--- src/design/bram_fifo_pkg.sv ---
// Constants and types shared by the block RAM and its FIFO mode.
// Assumes a single system clock; all fabric controls arrive on that clock.
package bram_fifo_pkg;

  localparam int DATA_W     = 8;
  localparam int ADDR_W     = 4;
  localparam int FIFO_DEPTH = 16;
  localparam int RAM_DEPTH  = 16;

  // Write behaviour select codes on the mode pins
  localparam logic [1:0] MODE_SEL_NORMAL  = 2'h0;
  localparam logic [1:0] MODE_SEL_THROUGH = 2'h1;
  localparam logic [1:0] MODE_SEL_RBW     = 2'h2;

  typedef enum logic [2:0] {
    WM_NORMAL  = 3'b001,
    WM_THROUGH = 3'b010,
    WM_RBW     = 3'b100
  } write_mode_e;

  localparam logic [ADDR_W-1:0] PTR_RESET   = 4'h0;
  localparam logic [ADDR_W-1:0] EMPTY_LEVEL = 4'h0;
  localparam logic [DATA_W-1:0] DOUT_RESET  = 8'h00;

  // Flag values while and after a global reset
  localparam logic FULL_RESET   = 1'b0;
  localparam logic AFULL_RESET  = 1'b0;
  localparam logic AEMPTY_RESET = 1'b1;
  localparam logic EMPTY_RESET  = 1'b1;

endpackage

--- src/design/embedded_block_ram.sv ---
// Block RAM with selectable write behaviour plus a flag-generating FIFO.
// Assumes fabric user logic on CLK_SYS_I drives every control input.
`timescale 1ns/1ps
`default_nettype none

module bram_fifo_core
  import bram_fifo_pkg::*;
#(
  parameter int WIDTH = DATA_W,
  parameter int DEPTH = FIFO_DEPTH,
  localparam int AW   = $clog2(DEPTH)
) (
  // Clock and resets
  input  wire logic             clk_i,
  input  wire logic             nrst_i,
  input  wire logic             clear_i,
  input  wire logic             rp_clear_i,
  // Thresholds
  input  wire logic [AW-1:0]    full_level_i,
  input  wire logic [AW-1:0]    af_level_i,
  input  wire logic [AW-1:0]    ae_level_i,
  // Fill side
  input  wire logic             wr_valid_i,
  output logic                  wr_ready_o,
  input  wire logic [WIDTH-1:0] wr_data_i,
  // Drain side
  output logic                  rd_valid_o,
  input  wire logic             rd_ready_i,
  output logic      [WIDTH-1:0] rd_data_o,
  // Flags
  output logic                  full_o,
  output logic                  af_o,
  output logic                  ae_o,
  output logic                  empty_o
);

  logic [WIDTH-1:0] mem [DEPTH];
  logic [AW-1:0]    wptr;
  logic [AW-1:0]    rptr;
  logic [AW-1:0]    next_wptr;
  logic [AW-1:0]    next_rptr;
  logic [AW-1:0]    next_count;
  logic [AW-1:0]    count;
  logic             wr_take;
  logic             rd_take;

  // One slot stays unused so pointer distance never wraps to zero when full
  assign wr_ready_o = ~full_o;
  assign rd_valid_o = ~empty_o;
  assign wr_take    = wr_valid_i & wr_ready_o;
  assign rd_take    = rd_ready_i & rd_valid_o;
  assign rd_data_o  = mem[rptr];
  assign count      = wptr - rptr;

  always_comb begin
    next_wptr = wptr;
    next_rptr = rptr;
    if (clear_i) begin
      next_wptr = AW'(PTR_RESET);
      next_rptr = AW'(PTR_RESET);
    end else begin
      if (wr_take) begin
        next_wptr = wptr + 1'b1;
      end
      if (rp_clear_i) begin
        next_rptr = AW'(PTR_RESET);
      end else if (rd_take) begin
        next_rptr = rptr + 1'b1;
      end
    end
    next_count = next_wptr - next_rptr;
  end

  always_ff @(posedge clk_i or negedge nrst_i) begin
    if (!nrst_i) begin
      wptr <= AW'(PTR_RESET);
      rptr <= AW'(PTR_RESET);
    end else begin
      wptr <= next_wptr;
      rptr <= next_rptr;
    end
  end

  // Storage has no reset; pointers alone define contents
  always_ff @(posedge clk_i) begin
    if (wr_take && !clear_i) begin
      mem[wptr] <= wr_data_i;
    end
  end

  // Write-side flags
  always_ff @(posedge clk_i or negedge nrst_i) begin
    if (!nrst_i) begin
      full_o <= FULL_RESET;
      af_o   <= AFULL_RESET;
    end else if (clear_i) begin
      full_o <= FULL_RESET;
      af_o   <= AFULL_RESET;
    end else begin
      full_o <= next_count >= full_level_i;
      af_o   <= next_count >= af_level_i;
    end
  end

  // Read-side flags
  always_ff @(posedge clk_i or negedge nrst_i) begin
    if (!nrst_i) begin
      empty_o <= EMPTY_RESET;
      ae_o    <= AEMPTY_RESET;
    end else if (clear_i) begin
      empty_o <= EMPTY_RESET;
      ae_o    <= AEMPTY_RESET;
    end else begin
      empty_o <= next_count == AW'(EMPTY_LEVEL);
      ae_o    <= next_count <= ae_level_i;
    end
  end
endmodule

module embedded_block_ram
  import bram_fifo_pkg::*;
(
  // Clock and reset
  input  wire logic              CLK_SYS_I,
  input  wire logic              NRST_I,
  // RAM port
  input  wire logic              RAM_CE_I,
  input  wire logic              RAM_OCE_I,
  input  wire logic              RAM_CS_I,
  input  wire logic              RAM_WE_I,
  input  wire logic [1:0]        RAM_MODE_I,
  input  wire logic [ADDR_W-1:0] RAM_ADDR_I,
  input  wire logic [DATA_W-1:0] RAM_DIN_I,
  output logic      [DATA_W-1:0] RAM_DOUT_O,
  // FIFO resets and thresholds
  input  wire logic              FIFO_CLEAR_I,
  input  wire logic              READ_POINTER_CLEAR_I,
  input  wire logic [ADDR_W-1:0] FULL_LEVEL_I,
  input  wire logic [ADDR_W-1:0] ALMOST_FULL_LEVEL_I,
  input  wire logic [ADDR_W-1:0] ALMOST_EMPTY_LEVEL_I,
  // FIFO write side
  input  wire logic              WRITE_CLOCK_ENABLE_I,
  input  wire logic              WRITE_ENABLE_I,
  input  wire logic              WRITE_CHIP_SELECT_I,
  input  wire logic              FULL_INPUT_GATE_I,
  input  wire logic [DATA_W-1:0] WRITE_DATA_I,
  // FIFO read side
  input  wire logic              READ_CLOCK_ENABLE_I,
  input  wire logic              OUTPUT_FETCH_ENABLE_I,
  input  wire logic              READ_CHIP_SELECT_I,
  input  wire logic              EMPTY_INPUT_GATE_I,
  input  wire logic              OUTPUT_LATCH_ENABLE_I,
  output logic      [DATA_W-1:0] READ_DATA_O,
  // FIFO flags
  output logic                   FULL_FLAG_O,
  output logic                   ALMOST_FULL_FLAG_O,
  output logic                   ALMOST_EMPTY_FLAG_O,
  output logic                   EMPTY_FLAG_O
);

  logic [DATA_W-1:0] ram [RAM_DEPTH];
  logic [DATA_W-1:0] old_word;
  write_mode_e       mode;
  logic              ram_take;
  logic              fifo_wr_valid;
  logic              fifo_pop;
  logic              fifo_rd_valid;
  logic              fifo_rd_ready;
  logic [DATA_W-1:0] fifo_rd_data;

  // Unknown codes fall back to the safe normal behaviour
  always_comb begin
    case (RAM_MODE_I)
      MODE_SEL_NORMAL:  mode = WM_NORMAL;
      MODE_SEL_THROUGH: mode = WM_THROUGH;
      MODE_SEL_RBW:     mode = WM_RBW;
      default:          mode = WM_NORMAL;
    endcase
  end

  assign ram_take = RAM_CE_I & RAM_CS_I;
  assign old_word = ram[RAM_ADDR_I];

  always_ff @(posedge CLK_SYS_I) begin
    if (ram_take && RAM_WE_I) begin
      ram[RAM_ADDR_I] <= RAM_DIN_I;
    end
  end

  // Output register loads only with output enable, so it can hold a result
  always_ff @(posedge CLK_SYS_I or negedge NRST_I) begin
    if (!NRST_I) begin
      RAM_DOUT_O <= DOUT_RESET;
    end else if (ram_take && RAM_OCE_I) begin
      if (!RAM_WE_I) begin
        RAM_DOUT_O <= old_word;
      end else begin
        case (mode)
          WM_NORMAL:  RAM_DOUT_O <= RAM_DOUT_O;
          WM_THROUGH: RAM_DOUT_O <= RAM_DIN_I;
          WM_RBW:     RAM_DOUT_O <= old_word;
          default:    RAM_DOUT_O <= RAM_DOUT_O;
        endcase
      end
    end
  end

  // Gate inputs behave as second chip-select bits
  assign fifo_wr_valid = WRITE_CLOCK_ENABLE_I & WRITE_ENABLE_I
                       & WRITE_CHIP_SELECT_I & FULL_INPUT_GATE_I;
  assign fifo_rd_ready = READ_CLOCK_ENABLE_I & OUTPUT_FETCH_ENABLE_I
                       & READ_CHIP_SELECT_I & EMPTY_INPUT_GATE_I;

  bram_fifo_core #(
    .WIDTH (DATA_W),
    .DEPTH (FIFO_DEPTH)
  ) u_fifo (
    .clk_i        (CLK_SYS_I),
    .nrst_i       (NRST_I),
    .clear_i      (FIFO_CLEAR_I),
    .rp_clear_i   (READ_POINTER_CLEAR_I),
    .full_level_i (FULL_LEVEL_I),
    .af_level_i   (ALMOST_FULL_LEVEL_I),
    .ae_level_i   (ALMOST_EMPTY_LEVEL_I),
    .wr_valid_i   (fifo_wr_valid),
    .wr_ready_o   (),
    .wr_data_i    (WRITE_DATA_I),
    .rd_valid_o   (fifo_rd_valid),
    .rd_ready_i   (fifo_rd_ready),
    .rd_data_o    (fifo_rd_data),
    .full_o       (FULL_FLAG_O),
    .af_o         (ALMOST_FULL_FLAG_O),
    .ae_o         (ALMOST_EMPTY_FLAG_O),
    .empty_o      (EMPTY_FLAG_O)
  );

  // Clears win over a read, so the read register must not load either
  assign fifo_pop = fifo_rd_ready & fifo_rd_valid & ~FIFO_CLEAR_I & ~READ_POINTER_CLEAR_I;

  // A read with the latch enable low still pops the word; it is just not shown
  always_ff @(posedge CLK_SYS_I or negedge NRST_I) begin
    if (!NRST_I) begin
      READ_DATA_O <= DOUT_RESET;
    end else if (fifo_pop && OUTPUT_LATCH_ENABLE_I) begin
      READ_DATA_O <= fifo_rd_data;
    end
  end
endmodule

`default_nettype wire

--- config.mk ---
export PLATFORM = sky130hd
export DESIGN_NAME = embedded_block_ram
export DESIGN_NICKNAME = d
export VERILOG_FILES = /design/src/design/bram_fifo_pkg.sv /design/src/design/embedded_block_ram.sv
export SDC_FILE = /design/constraint.sdc
export NUM_CORES = 1
export LEC_CHECK = 0
export ABC_AREA = 1
export ABC_CLOCK_PERIOD_IN_PS = 4650
export BUFFER_PORTS_ARGS = -buffer_cell sky130_fd_sc_hd__buf_2
export CAP_MARGIN = 20
export CELL_PAD_IN_SITES_DETAIL_PLACEMENT = 1
export CELL_PAD_IN_SITES_GLOBAL_PLACEMENT = 1
export CORE_MARGIN = 2
export CORE_UTILIZATION = 51
export CTS_CLUSTER_DIAMETER = 40
export DETAILED_ROUTE_END_ITERATION = 8
export PLACE_DENSITY = 0.79
export SLEW_MARGIN = 15
export SYNTH_ARGS = -nofsm -noshare
export SYNTH_HDL_FRONTEND = slang
export SYNTH_SLANG_ARGS = --single-unit
--- constraint.sdc ---
create_clock -name CLK_SYS_I -period 4.65 [get_ports CLK_SYS_I]
set_clock_uncertainty 0.2 [all_clocks]
set_input_delay 0.465 -clock CLK_SYS_I [delete_from_list [all_inputs] [get_ports CLK_SYS_I]]
set_output_delay 0.465 -clock CLK_SYS_I [all_outputs]
set_load 0.005 [all_outputs]
==> impl_metrics.tcl, run 1 <==
set metrics [dict create \
    status "finished clean" \
    ir_worst_vdd_uv 359 \
    start_util 0.519 \
    placed_area_sq_mm 0.0124 \
    maxCapViolations 0 \
    die_w_microns 156 \
    yosysSeqAreaShare 0.716 \
    hold_viol 0 \
    yosysWarnings 0 \
    rows 55 \
    cp.arrival_ns 3.69 \
    post-dp-hpwl_mm 19.0 \
    report.final.slew_viol_count 0 \
    rsz0062_at_grt "false" \
    via_per_inst 5.79 \
    finalWeightedCongestion 0.791 \
    synth_area_sq_mm 0.0117 \
    synthTopCellsByArea "edfxtp_1 (66%), nand2_1 (6.2%), dfrtp_1 (5.5%)" \
    final_cell_mix "edfxtp_1 (256), nand2_1 (193), nor2_1 (157)" \
    io_buffers 70 \
    fin_setup_tns_ns 0 \
    cts_buffer_depth 3 \
    avgRoutedWirePerCell_microns 22.6 \
    crit_family "simple AND/OR/NAND/NOR gates" \
    track_usage 0.263 \
    fin_crit_sh 0.747 \
    cts_root_buf "clkbuf_16" \
    grt_pass1_vias 8458 \
    crit_path_start_kind "flip-flop" \
    cp_slowest_cell "nor3_1" \
    cts_tree "yes" \
    grt_pass1_wl_mm 47.7 \
    drt_first_pass_iters 5 \
    cts_made_buffers 38 \
    remaining_drc_errors 0 \
    worst_setup_path_end_kind "flip-flop" \
    drive_gt1_frac 0.147 \
    grt_max_degree 68 \
    synth_top_area_frac 0.656 \
    rrSetupSlack_ns 1.18 \
    ioPinCount 71 \
    dieArea_sq_mm 0.0242 \
    multi_input_area_sq_mm 0.00295 \
    yosys.cell_types.count 30 \
    grt_antenna_before_repair 0 \
    critPathKind "reg -> reg" \
    vias 7963 \
    path_clk_slew_ns 0.05 \
    critPathMaxFanout 6 \
    crit_buf_inv 2 \
    seq_area_sq_mm 0.00839 \
    wirelength_mm 31.0 \
    cts-htree-levels 2 \
    cp_common_cell "nand2_1" \
    cts.sinks 284 \
    setup_viol 0 \
    slowest_delay_ns 0.43 \
    synthCells 976 \
    ant_nets 0 \
    grt_overflow 0 \
    drt_iter0_drc 509 \
    min_period_ns 3.47 \
    die_height_microns 156 \
    cts_setup_buffers 0 \
    path_cells "nor3_1, nand2_1, o21ai_0, a21oi_1, ha_1, a21oi_1, nand2_1, inv_1, nand2_1, nand2_1, nand2_1, nand2_1, inv_1, ha_1, a21boi_0, o221ai_1" \
    core_sq_mm 0.0226 \
    power_leakage_nw 5.15 \
    clock_latency_ns 0.53 \
    diodes 0 \
    required_ns 4.86 \
    max_freq_ghz 0.288 \
    worst_hold_path_type "in -> reg" \
    slew_headroom 0.295 \
    yosysTopAreaCell "edfxtp_1" \
    syn2layout_area_growth_pct 16.8 \
    layout_commonest_cell "edfxtp_1" \
    syn_nets 1043 \
    final_area_sq_mm 0.0137 \
    fillerInstances 2314 \
    postSynthAreaPerCell_sq_um 12.0 \
    synth_seq_cells 284 \
    power.density_mw_per_mm2 445 \
    final_nets 1128 \
    worst_pin_slew_ns 1.06 \
]
cells in the mapped netlist:
cell,number
edfxtp_1,256
o221ai_1,1
o211ai_1,32
nand4_1,4
nand2_1,193
inv_1,46
dfstp_2,2
dfrtp_1,26
o22ai_1,1
o21ai_0,84
a22oi_1,50
nor2_2,3
buf_2,18
buf_4,5
and2_1,1
a21boi_0,1
nor3b_1,1
nor3_1,12
nand3b_1,1
a41oi_1,6
a21oi_1,15
and2_0,2
nand3_1,18
clkinv_1,2
inv_2,2
fa_1,1
or2_2,2
clkbuf_1,18
ha_1,15
nor2_1,158
repair_timing:
item / 4_1_cts / 5_1_grt
hold endpoints to repair: 26 / 0
hold buffers: 1 / 0
gates resized for setup: 0 / 0
kinds of logic (layout without fill, tap and decap cells):
logic type,count (synthesis),in the layout,synth area share
AOI/OAI and AO/OA,190,190,0.101
adders and majority gates,16,16,0.0177
buffers and inverters,91,205,0.0327
DFF,284,284,0.716
and+or+nand+nor,395,395,0.133
report_power, final:
group	total (W)	internal (W)	leakage [nW]	switching (W)
combinational	0.000255	0.0000777	1.84	0.000177
sequential	0.00283	0.00281	2.67	0.0000143
clock	0.00301	0.00189	0.644	0.00112
registers in the layout (all words and copies together) (netlist names):
| name | count |
|---|---|
| ram | 128 |
| u_fifo.mem | 128 |
| RAM_DOUT_O | 8 |
| READ_DATA_O | 8 |
| u_fifo.rptr | 4 |
| u_fifo.wptr | 4 |
| u_fifo.ae_o | 1 |
| u_fifo.af_o | 1 |
| u_fifo.empty_o | 1 |
| u_fifo.full_o | 1 |
path summary, 6_finish.rpt:
kind                       cells past startpoint              to              startpoint
max reg2reg                                   16     u_fifo.ae_o           u_fifo.full_o
max in group asynchronous                      2  u_fifo.rptr[0]                  NRST_I
max                                           16     u_fifo.ae_o           u_fifo.full_o
min                                            4     u_fifo.af_o  ALMOST_FULL_LEVEL_I[3]
min in group asynchronous                      2  u_fifo.rptr[1]                  NRST_I
min reg2reg                                    2  READ_DATA_O[0]          READ_DATA_O[0]
cell type report:
class	count	share of cell area
clock buffers	48	0.0791
clock inverters	21	0.0177
inverters	50	0.0137
multi-input cells	601	0.216
flip-flops and latches	284	0.613
well taps	285	0.0260
repair buffers	86	0.0345
worst reg2reg max path, cell delays in order, from the launching register on:
cell and delay [ns]:
dfrtp_1 0.40, nor3_1 0.43, nand2_1 0.24, o21ai_0 0.22
a21oi_1 0.09, ha_1 0.35, a21oi_1 0.14, nand2_1 0.10
inv_1 0.08, nand2_1 0.08, nand2_1 0.07, nand2_1 0.06
nand2_1 0.17, inv_1 0.11, ha_1 0.32, a21boi_0 0.19
o221ai_1 0.13
layer usage:
metal | up-vias | track usage | part of all wire | wire, microns
met2 | 229 | 0.461 | 0.52 | 16100
li1 | 3659 | - | - | -
met5 | - | 0 | 0 | 0
met1 | 3997 | 0.322 | 0.40 | 12400
met3 | 78 | 0.0394 | 0.043 | 1330
met4 | 0 | 0.121 | 0.039 | 1200
stage by stage:
| stage | total power [W] | std cells | hold slack [ns] | worst slack, ns | utilization |
|---|---|---|---|---|---|
| 6_report | 0.00609 | 1375 | 0.0195 | 1.18 | 0.606 |
| 5_1_grt | 0.00625 | 1375 | 0.0450 | 0.919 | 0.606 |
| 4_1_cts | 0.00613 | 1375 | 0.00385 | 1.21 | 0.606 |
| 3_5_place_dp | 0.00312 | 1305 | 0.260 | 1.15 | 0.547 |
| 3_3_place_gp | 0.00311 | 1305 | 0.259 | 1.27 | 0.547 |
| 2_1_floorplan | 0.00299 | 976 | -0.0306 | 1.65 | - |
Note: power is estimated with default switching activity, not from simulation.
==> run 2: changes to the inputs <==
Settings changed: ABC_AREA 1 to 0, ABC_CLOCK_PERIOD_IN_PS 4650 to 3190, CORE_UTILIZATION 51 to 47, PLACE_DENSITY 0.79 to 0.73.
Clock period 4.65 ns to 3.19 ns, I/O delays scaled along.
==> run 2 against run 1 <==
The flow now finishes with violations (setup timing). Routed wire length shrank 16%. Count of clock-buffer cells in the layout shrank 6. Via count shrank 23%. Combinational power grew 38%. Area after synthesis shrank 1.4%.
==> impl_metrics.tcl, run 2 <==
set metrics [dict create \
    synth_top_area_frac 0.665 \
    hold_viol 0 \
    cts-htree-levels 2 \
    via_per_inst 5.52 \
    grt_max_degree 38 \
    placed_area_sq_mm 0.0125 \
    syn2layout_area_growth_pct 20.5 \
    final_cell_mix "edfxtp_1 (256), buf_2 (70), mux4_2 (64)" \
    maxCapViolations 0 \
    cts.sinks 284 \
    ant_nets 0 \
    worst_setup_path_end_kind "flip-flop" \
    worst_pin_slew_ns 0.887 \
    top_regs "ram: 128 flops, u_fifo.mem: 128 flops" \
    drt_first_pass_iters 4 \
    power.density_mw_per_mm2 603 \
    synthCells 616 \
    ioPinCount 71 \
    grt_pass1_vias 6957 \
    fin_crit_sh 1.00 \
    cts_root_buf "clkbuf_16" \
    cts_made_buffers 36 \
    required_ns 3.44 \
    start_util 0.477 \
    yosys.cell_types.count 46 \
    dr_wl_met2_mm 13.9 \
    status "finished, violations left" \
    highest_layer "met4" \
    slowest_delay_ns 0.53 \
    syn_nets 683 \
    wirelength_mm 25.9 \
    cts_tree "yes" \
    crit_path_start_kind "flip-flop" \
    postSynthAreaPerCell_sq_um 18.8 \
    synth_commonest_cells "edfxtp_1 (256), mux4_2 (64), nor2_1 (56)" \
    remaining_drc_errors 0 \
    met1_length_mm 10.4 \
    yosysWarnings 0 \
    cts_buffer_depth 3 \
    synth-simple-area-share 0.0485 \
    layout_commonest_cell "edfxtp_1" \
    crit_buf_inv 1 \
    synth_edf_count 256 \
    yosysTopAreaCell "edfxtp_1" \
    avgRoutedWirePerCell_microns 23.4 \
    synth_compound_area_frac 0.0272 \
    drt_iter0_drc 321 \
    ir_worst_vdd_uv 438 \
    multi_input_area_sq_mm 0.00302 \
    yosysSeqAreaShare 0.725 \
    synth-xor-area-share 0.00649 \
    cp.arrival_ns 3.44 \
    final_area_sq_mm 0.0139 \
    path_cells "nand4b_1, nor2_4, xnor2_2, nor3_2, ha_2, inv_2, fa_2, ha_4, a21oi_2, maj3_2, a211oi_2, a21o_1" \
    async_flop_share 0.0986 \
    core_sq_mm 0.0242 \
    setup_viol 1 \
    critPathMaxFanout 4 \
    rsz0062_at_grt "true" \
    die_height_microns 161 \
    synth_top_family_by_area "multiplexers" \
    slew_headroom 0.409 \
    clock_latency_ns 0.52 \
    utilization 0.575 \
    finalWeightedCongestion 0.793 \
    vias 6114 \
    power_leakage_nw 4.90 \
    synth_area_sq_mm 0.0116 \
    track_usage 0.206 \
    die_w_microns 161 \
    worst_hold_path_type "in -> reg" \
    max_freq_ghz 0.313 \
    power.total_w 0.00840 \
    synth.most_common_cell "edfxtp_1" \
    grt_overflow 0 \
    grt_antenna_before_repair 0 \
    synthTopCellsByArea "edfxtp_1 (66%), mux4_2 (12%), dfrtp_1 (5.6%)" \
    dieArea_sq_mm 0.0259 \
    timing.final.ws_setup_ns -0.00376 \
    io_buffers 70 \
    cp_slowest_cell "fa_2" \
    final_nets 824 \
    crit_family "adder cells" \
    yosys-mux-area-fraction 0.154 \
    grt_pass1_wl_mm 40.1 \
    seq_area_sq_mm 0.00839 \
    dr_wl_met3_mm 1.12 \
    min_period_ns 3.19 \
    diodes 0 \
    synth_seq_cells 284 \
    report.final.slew_viol_count 0 \
    critPathKind "reg -> reg" \
    violations "setup timing" \
    post-dp-hpwl_mm 17.1 \
    synthFlopType "edfxtp_1" \
    drive_gt1_frac 0.351 \
    fillerInstances 2193 \
    path_clk_slew_ns 0.06 \
    synth-adder-area-share 0.0197 \
    rows 57 \
]
[run 2: what timing repair did]
action,4_1_cts,5_1_grt
pin swaps,3,8
hold buffers,14,0
hold endpoints to repair,125,0
setup buffers,4,3
resized for setup,3,15
setup endpoints to repair,2,3
[run 2: area by class of cell]
| cell class | count | area share |
|---|---|---|
| tap | 324 | 0.0291 |
| sequential | 284 | 0.602 |
| clock buffer | 42 | 0.0670 |
| inverter | 14 | 0.00377 |
| clock inverter | 23 | 0.0180 |
| timing repair buffer | 134 | 0.0630 |
| multi-input combinational | 287 | 0.217 |
[run 2: worst paths after layout]
path | depth (start not counted) | slack, ns | to | from
max reg2reg | 12 | -0.004 | u_fifo.full_o | u_fifo.empty_o
max in group asynchronous | 2 | 2.06 | u_fifo.rptr[0] | NRST_I
min reg2reg | 2 | 0.29 | RAM_DOUT_O[2] | RAM_DOUT_O[2]
min | 1 | 0.02 | u_fifo.mem[0][0] | WRITE_DATA_I[0]
max | 12 | -0.004 | u_fifo.full_o | u_fifo.empty_o
min in group asynchronous | 2 | 0.21 | READ_DATA_O[4] | NRST_I
[run 2: stage by stage]
step	TNS, ns	std cells	setup WS (ns)	hold slack (ns)
after detailed placement	-0.301	1022	-0.182	0.234
after CTS	0	1105	0.00715	0.00705
after global routing	-0.406	1108	-0.181	0.0113
after floorplan	0	616	0.0527	-0.177
final	-0.00376	1108	-0.00376	0.0222
after global placement	0	1022	0.0327	0.216
[run 2: per-layer routing]
layer  vias up  track usage
met5         -            0
met1      3180        0.250
met3        40       0.0382
met2       150        0.379
met4         0       0.0548
li1       2744            -
[run 2: where the power goes]
part	switching, W	internal, W	total [W]	leakage (nW)
Clock	0.00161	0.00232	0.00393	0.564
Sequential	0.0000192	0.00409	0.00411	2.67
Combinational	0.000215	0.000138	0.000353	1.66
Total	0.00184	0.00656	0.00840	4.90
[run 2: logic make-up after synthesis]
family          after synthesis
xor+xnor                      7
mux                          97
flops                       284
fa+ha+maj                    18
simple gates                123
compound gates               42
buf+inv                      45
==> run 3: changes to the inputs <==
Settings changed: ABC_CLOCK_PERIOD_IN_PS 3190 to 3700, CORE_UTILIZATION 47 to 51, PLACE_DENSITY 0.73 to 0.75.
Clock period 3.19 ns to 3.7 ns, I/O delays scaled along.
==> run 3 against run 2 <==
The run now ends clean. Via count is 0.28% lower. Critical endpoint unchanged. Sequential share of layout area grew 1.4 points. Register-to-register slack better by 0.18 ns. Utilization up 3.3 points. Final cell count down 6.9%.
==> impl_metrics.tcl, run 3 (same netlist as run 2, synthesis figures left out) <==
set metrics [dict create \
    cp.arrival_ns 3.78 \
    worst_pin_slew_ns 0.947 \
    hold_viol 0 \
    critPathKind "reg -> reg" \
    grt_pass1_vias 6746 \
    critPathMaxFanout 4 \
    fin_setup_tns_ns 0 \
    diodes 0 \
    report.final.slew_viol_count 0 \
    remaining_drc_errors 0 \
    fillerInstances 1951 \
    path_clk_slew_ns 0.06 \
    rsz0062_at_grt "false" \
    required_ns 3.95 \
    power.density_mw_per_mm2 556 \
    drt_first_pass_iters 4 \
    cts_buffer_depth 3 \
    via_per_inst 5.91 \
    worst_setup_path_end_kind "flip-flop" \
    status "finished clean" \
    rows 55 \
    drt_iter0_drc 293 \
    cts.sinks 284 \
    io_buffers 70 \
    max_freq_ghz 0.284 \
    maxCapViolations 0 \
    cts_root_buf "clkbuf_16" \
    grt_pass1_wl_mm 40.0 \
    setup_viol 0 \
    worst_hold_path_type "in -> reg" \
    drive_gt1_frac 0.313 \
    crit_path_start_kind "flip-flop" \
    grt_antenna_before_repair 0 \
    final_cell_mix "edfxtp_1 (256), buf_2 (69), mux4_2 (64)" \
    track_usage 0.225 \
    cts_setup_buffers 0 \
    fin_crit_sh 0.952 \
    final_nets 785 \
    slew_headroom 0.366 \
    top_regs "ram: 128 flops, u_fifo.mem: 128 flops" \
    finalWeightedCongestion 0.793 \
    cts-htree-levels 2 \
    post-dp-hpwl_mm 16.9 \
    start_util 0.516 \
    clock_latency_ns 0.52 \
    die_height_microns 155 \
    ant_nets 0 \
    avgRoutedWirePerCell_microns 25.0 \
    ioPinCount 71 \
    wirelength_mm 25.8 \
    min_period_ns 3.52 \
    final_area_sq_mm 0.0136 \
    grt_max_degree 38 \
    cts_made_buffers 38 \
    power_leakage_nw 4.75 \
    multi_input_area_sq_mm 0.00297 \
    ir_worst_vdd_uv 405 \
    dieArea_sq_mm 0.0239 \
    die_w_microns 155 \
    placed_area_sq_mm 0.0122 \
    cts_tree "yes" \
    layout_commonest_cell "edfxtp_1" \
    grt_overflow 0 \
    core_sq_mm 0.0224 \
    vias 6097 \
    syn2layout_area_growth_pct 17.8 \
    seq_area_sq_mm 0.00839 \
]
## run 3: final timing paths
check / to / startpoint / slack, ns / depth (start not counted)
max: u_fifo.full_o / u_fifo.empty_o / 0.18 / 12
min: u_fifo.mem[3][0] / WRITE_DATA_I[0] / 0.05 / 1
max reg2reg: u_fifo.full_o / u_fifo.empty_o / 0.18 / 12
min reg2reg: RAM_DOUT_O[7] / RAM_DOUT_O[7] / 0.29 / 2
max in group asynchronous: u_fifo.rptr[0] / NRST_I / 2.50 / 2
min in group asynchronous: READ_DATA_O[7] / NRST_I / 0.27 / 2
## run 3: critical path, stage by stage (launching register included)
cell,delay (ns)
dfstp_2,0.36
nand4b_1,0.30
nor2_4,0.22
xnor2_1,0.10
nor3_1,0.28
ha_1,0.21
inv_1,0.07
fa_1,0.57
ha_1,0.31
a21oi_1,0.07
maj3_1,0.40
a211oi_1,0.28
a21o_1,0.11
## run 3: report_power, final
group          leakage (nW)  switching [W]  internal (W)
Clock                 0.634        0.00137       0.00238
Combinational          1.45       0.000174      0.000107
Sequential             2.67      0.0000152       0.00353
Total                  4.75        0.00156       0.00602
## run 3: cell type report
class | instances | share of cell area
flip-flops and latches | 284 | 0.616
multi-input cells | 287 | 0.218
clock buffers | 46 | 0.0767
repair buffers | 93 | 0.0395
well taps | 285 | 0.0262
clock inverters | 23 | 0.0202
inverters | 14 | 0.00386
## run 3: what timing repair did
item / CTS / global route
resized for setup: 0 / 2
setup endpoints to repair: 0 / 2
hold endpoints to repair: 30 / 0
hold buffers: 5 / 0
## run 3: through the flow
| step | setup slack [ns] | hold WS, ns | util | total power [W] | std cells |
|---|---|---|---|---|---|
| floorplan | 0.563 | -0.126 | - | 0.00375 | 616 |
| global placement | 0.348 | 0.264 | 0.546 | 0.00387 | 958 |
| detailed placement | 0.165 | 0.270 | 0.546 | 0.00389 | 958 |
| CTS | 0.121 | 0.0291 | 0.607 | 0.00763 | 1032 |
| global route | 0.00377 | 0.0551 | 0.607 | 0.00779 | 1032 |
| finish | 0.176 | 0.0501 | 0.607 | 0.00758 | 1032 |
## run 3: routing by layer
metal / global-route usage / vias up / wire (microns) / share of wire
li1: - / 2673 / - / -
met2: 0.409 / 179 / 14000 / 0.54
met1: 0.276 / 3196 / 10100 / 0.39
met5: 0 / - / 0 / 0
met4: 0.0798 / 0 / 684 / 0.027
met3: 0.0328 / 49 / 1070 / 0.042
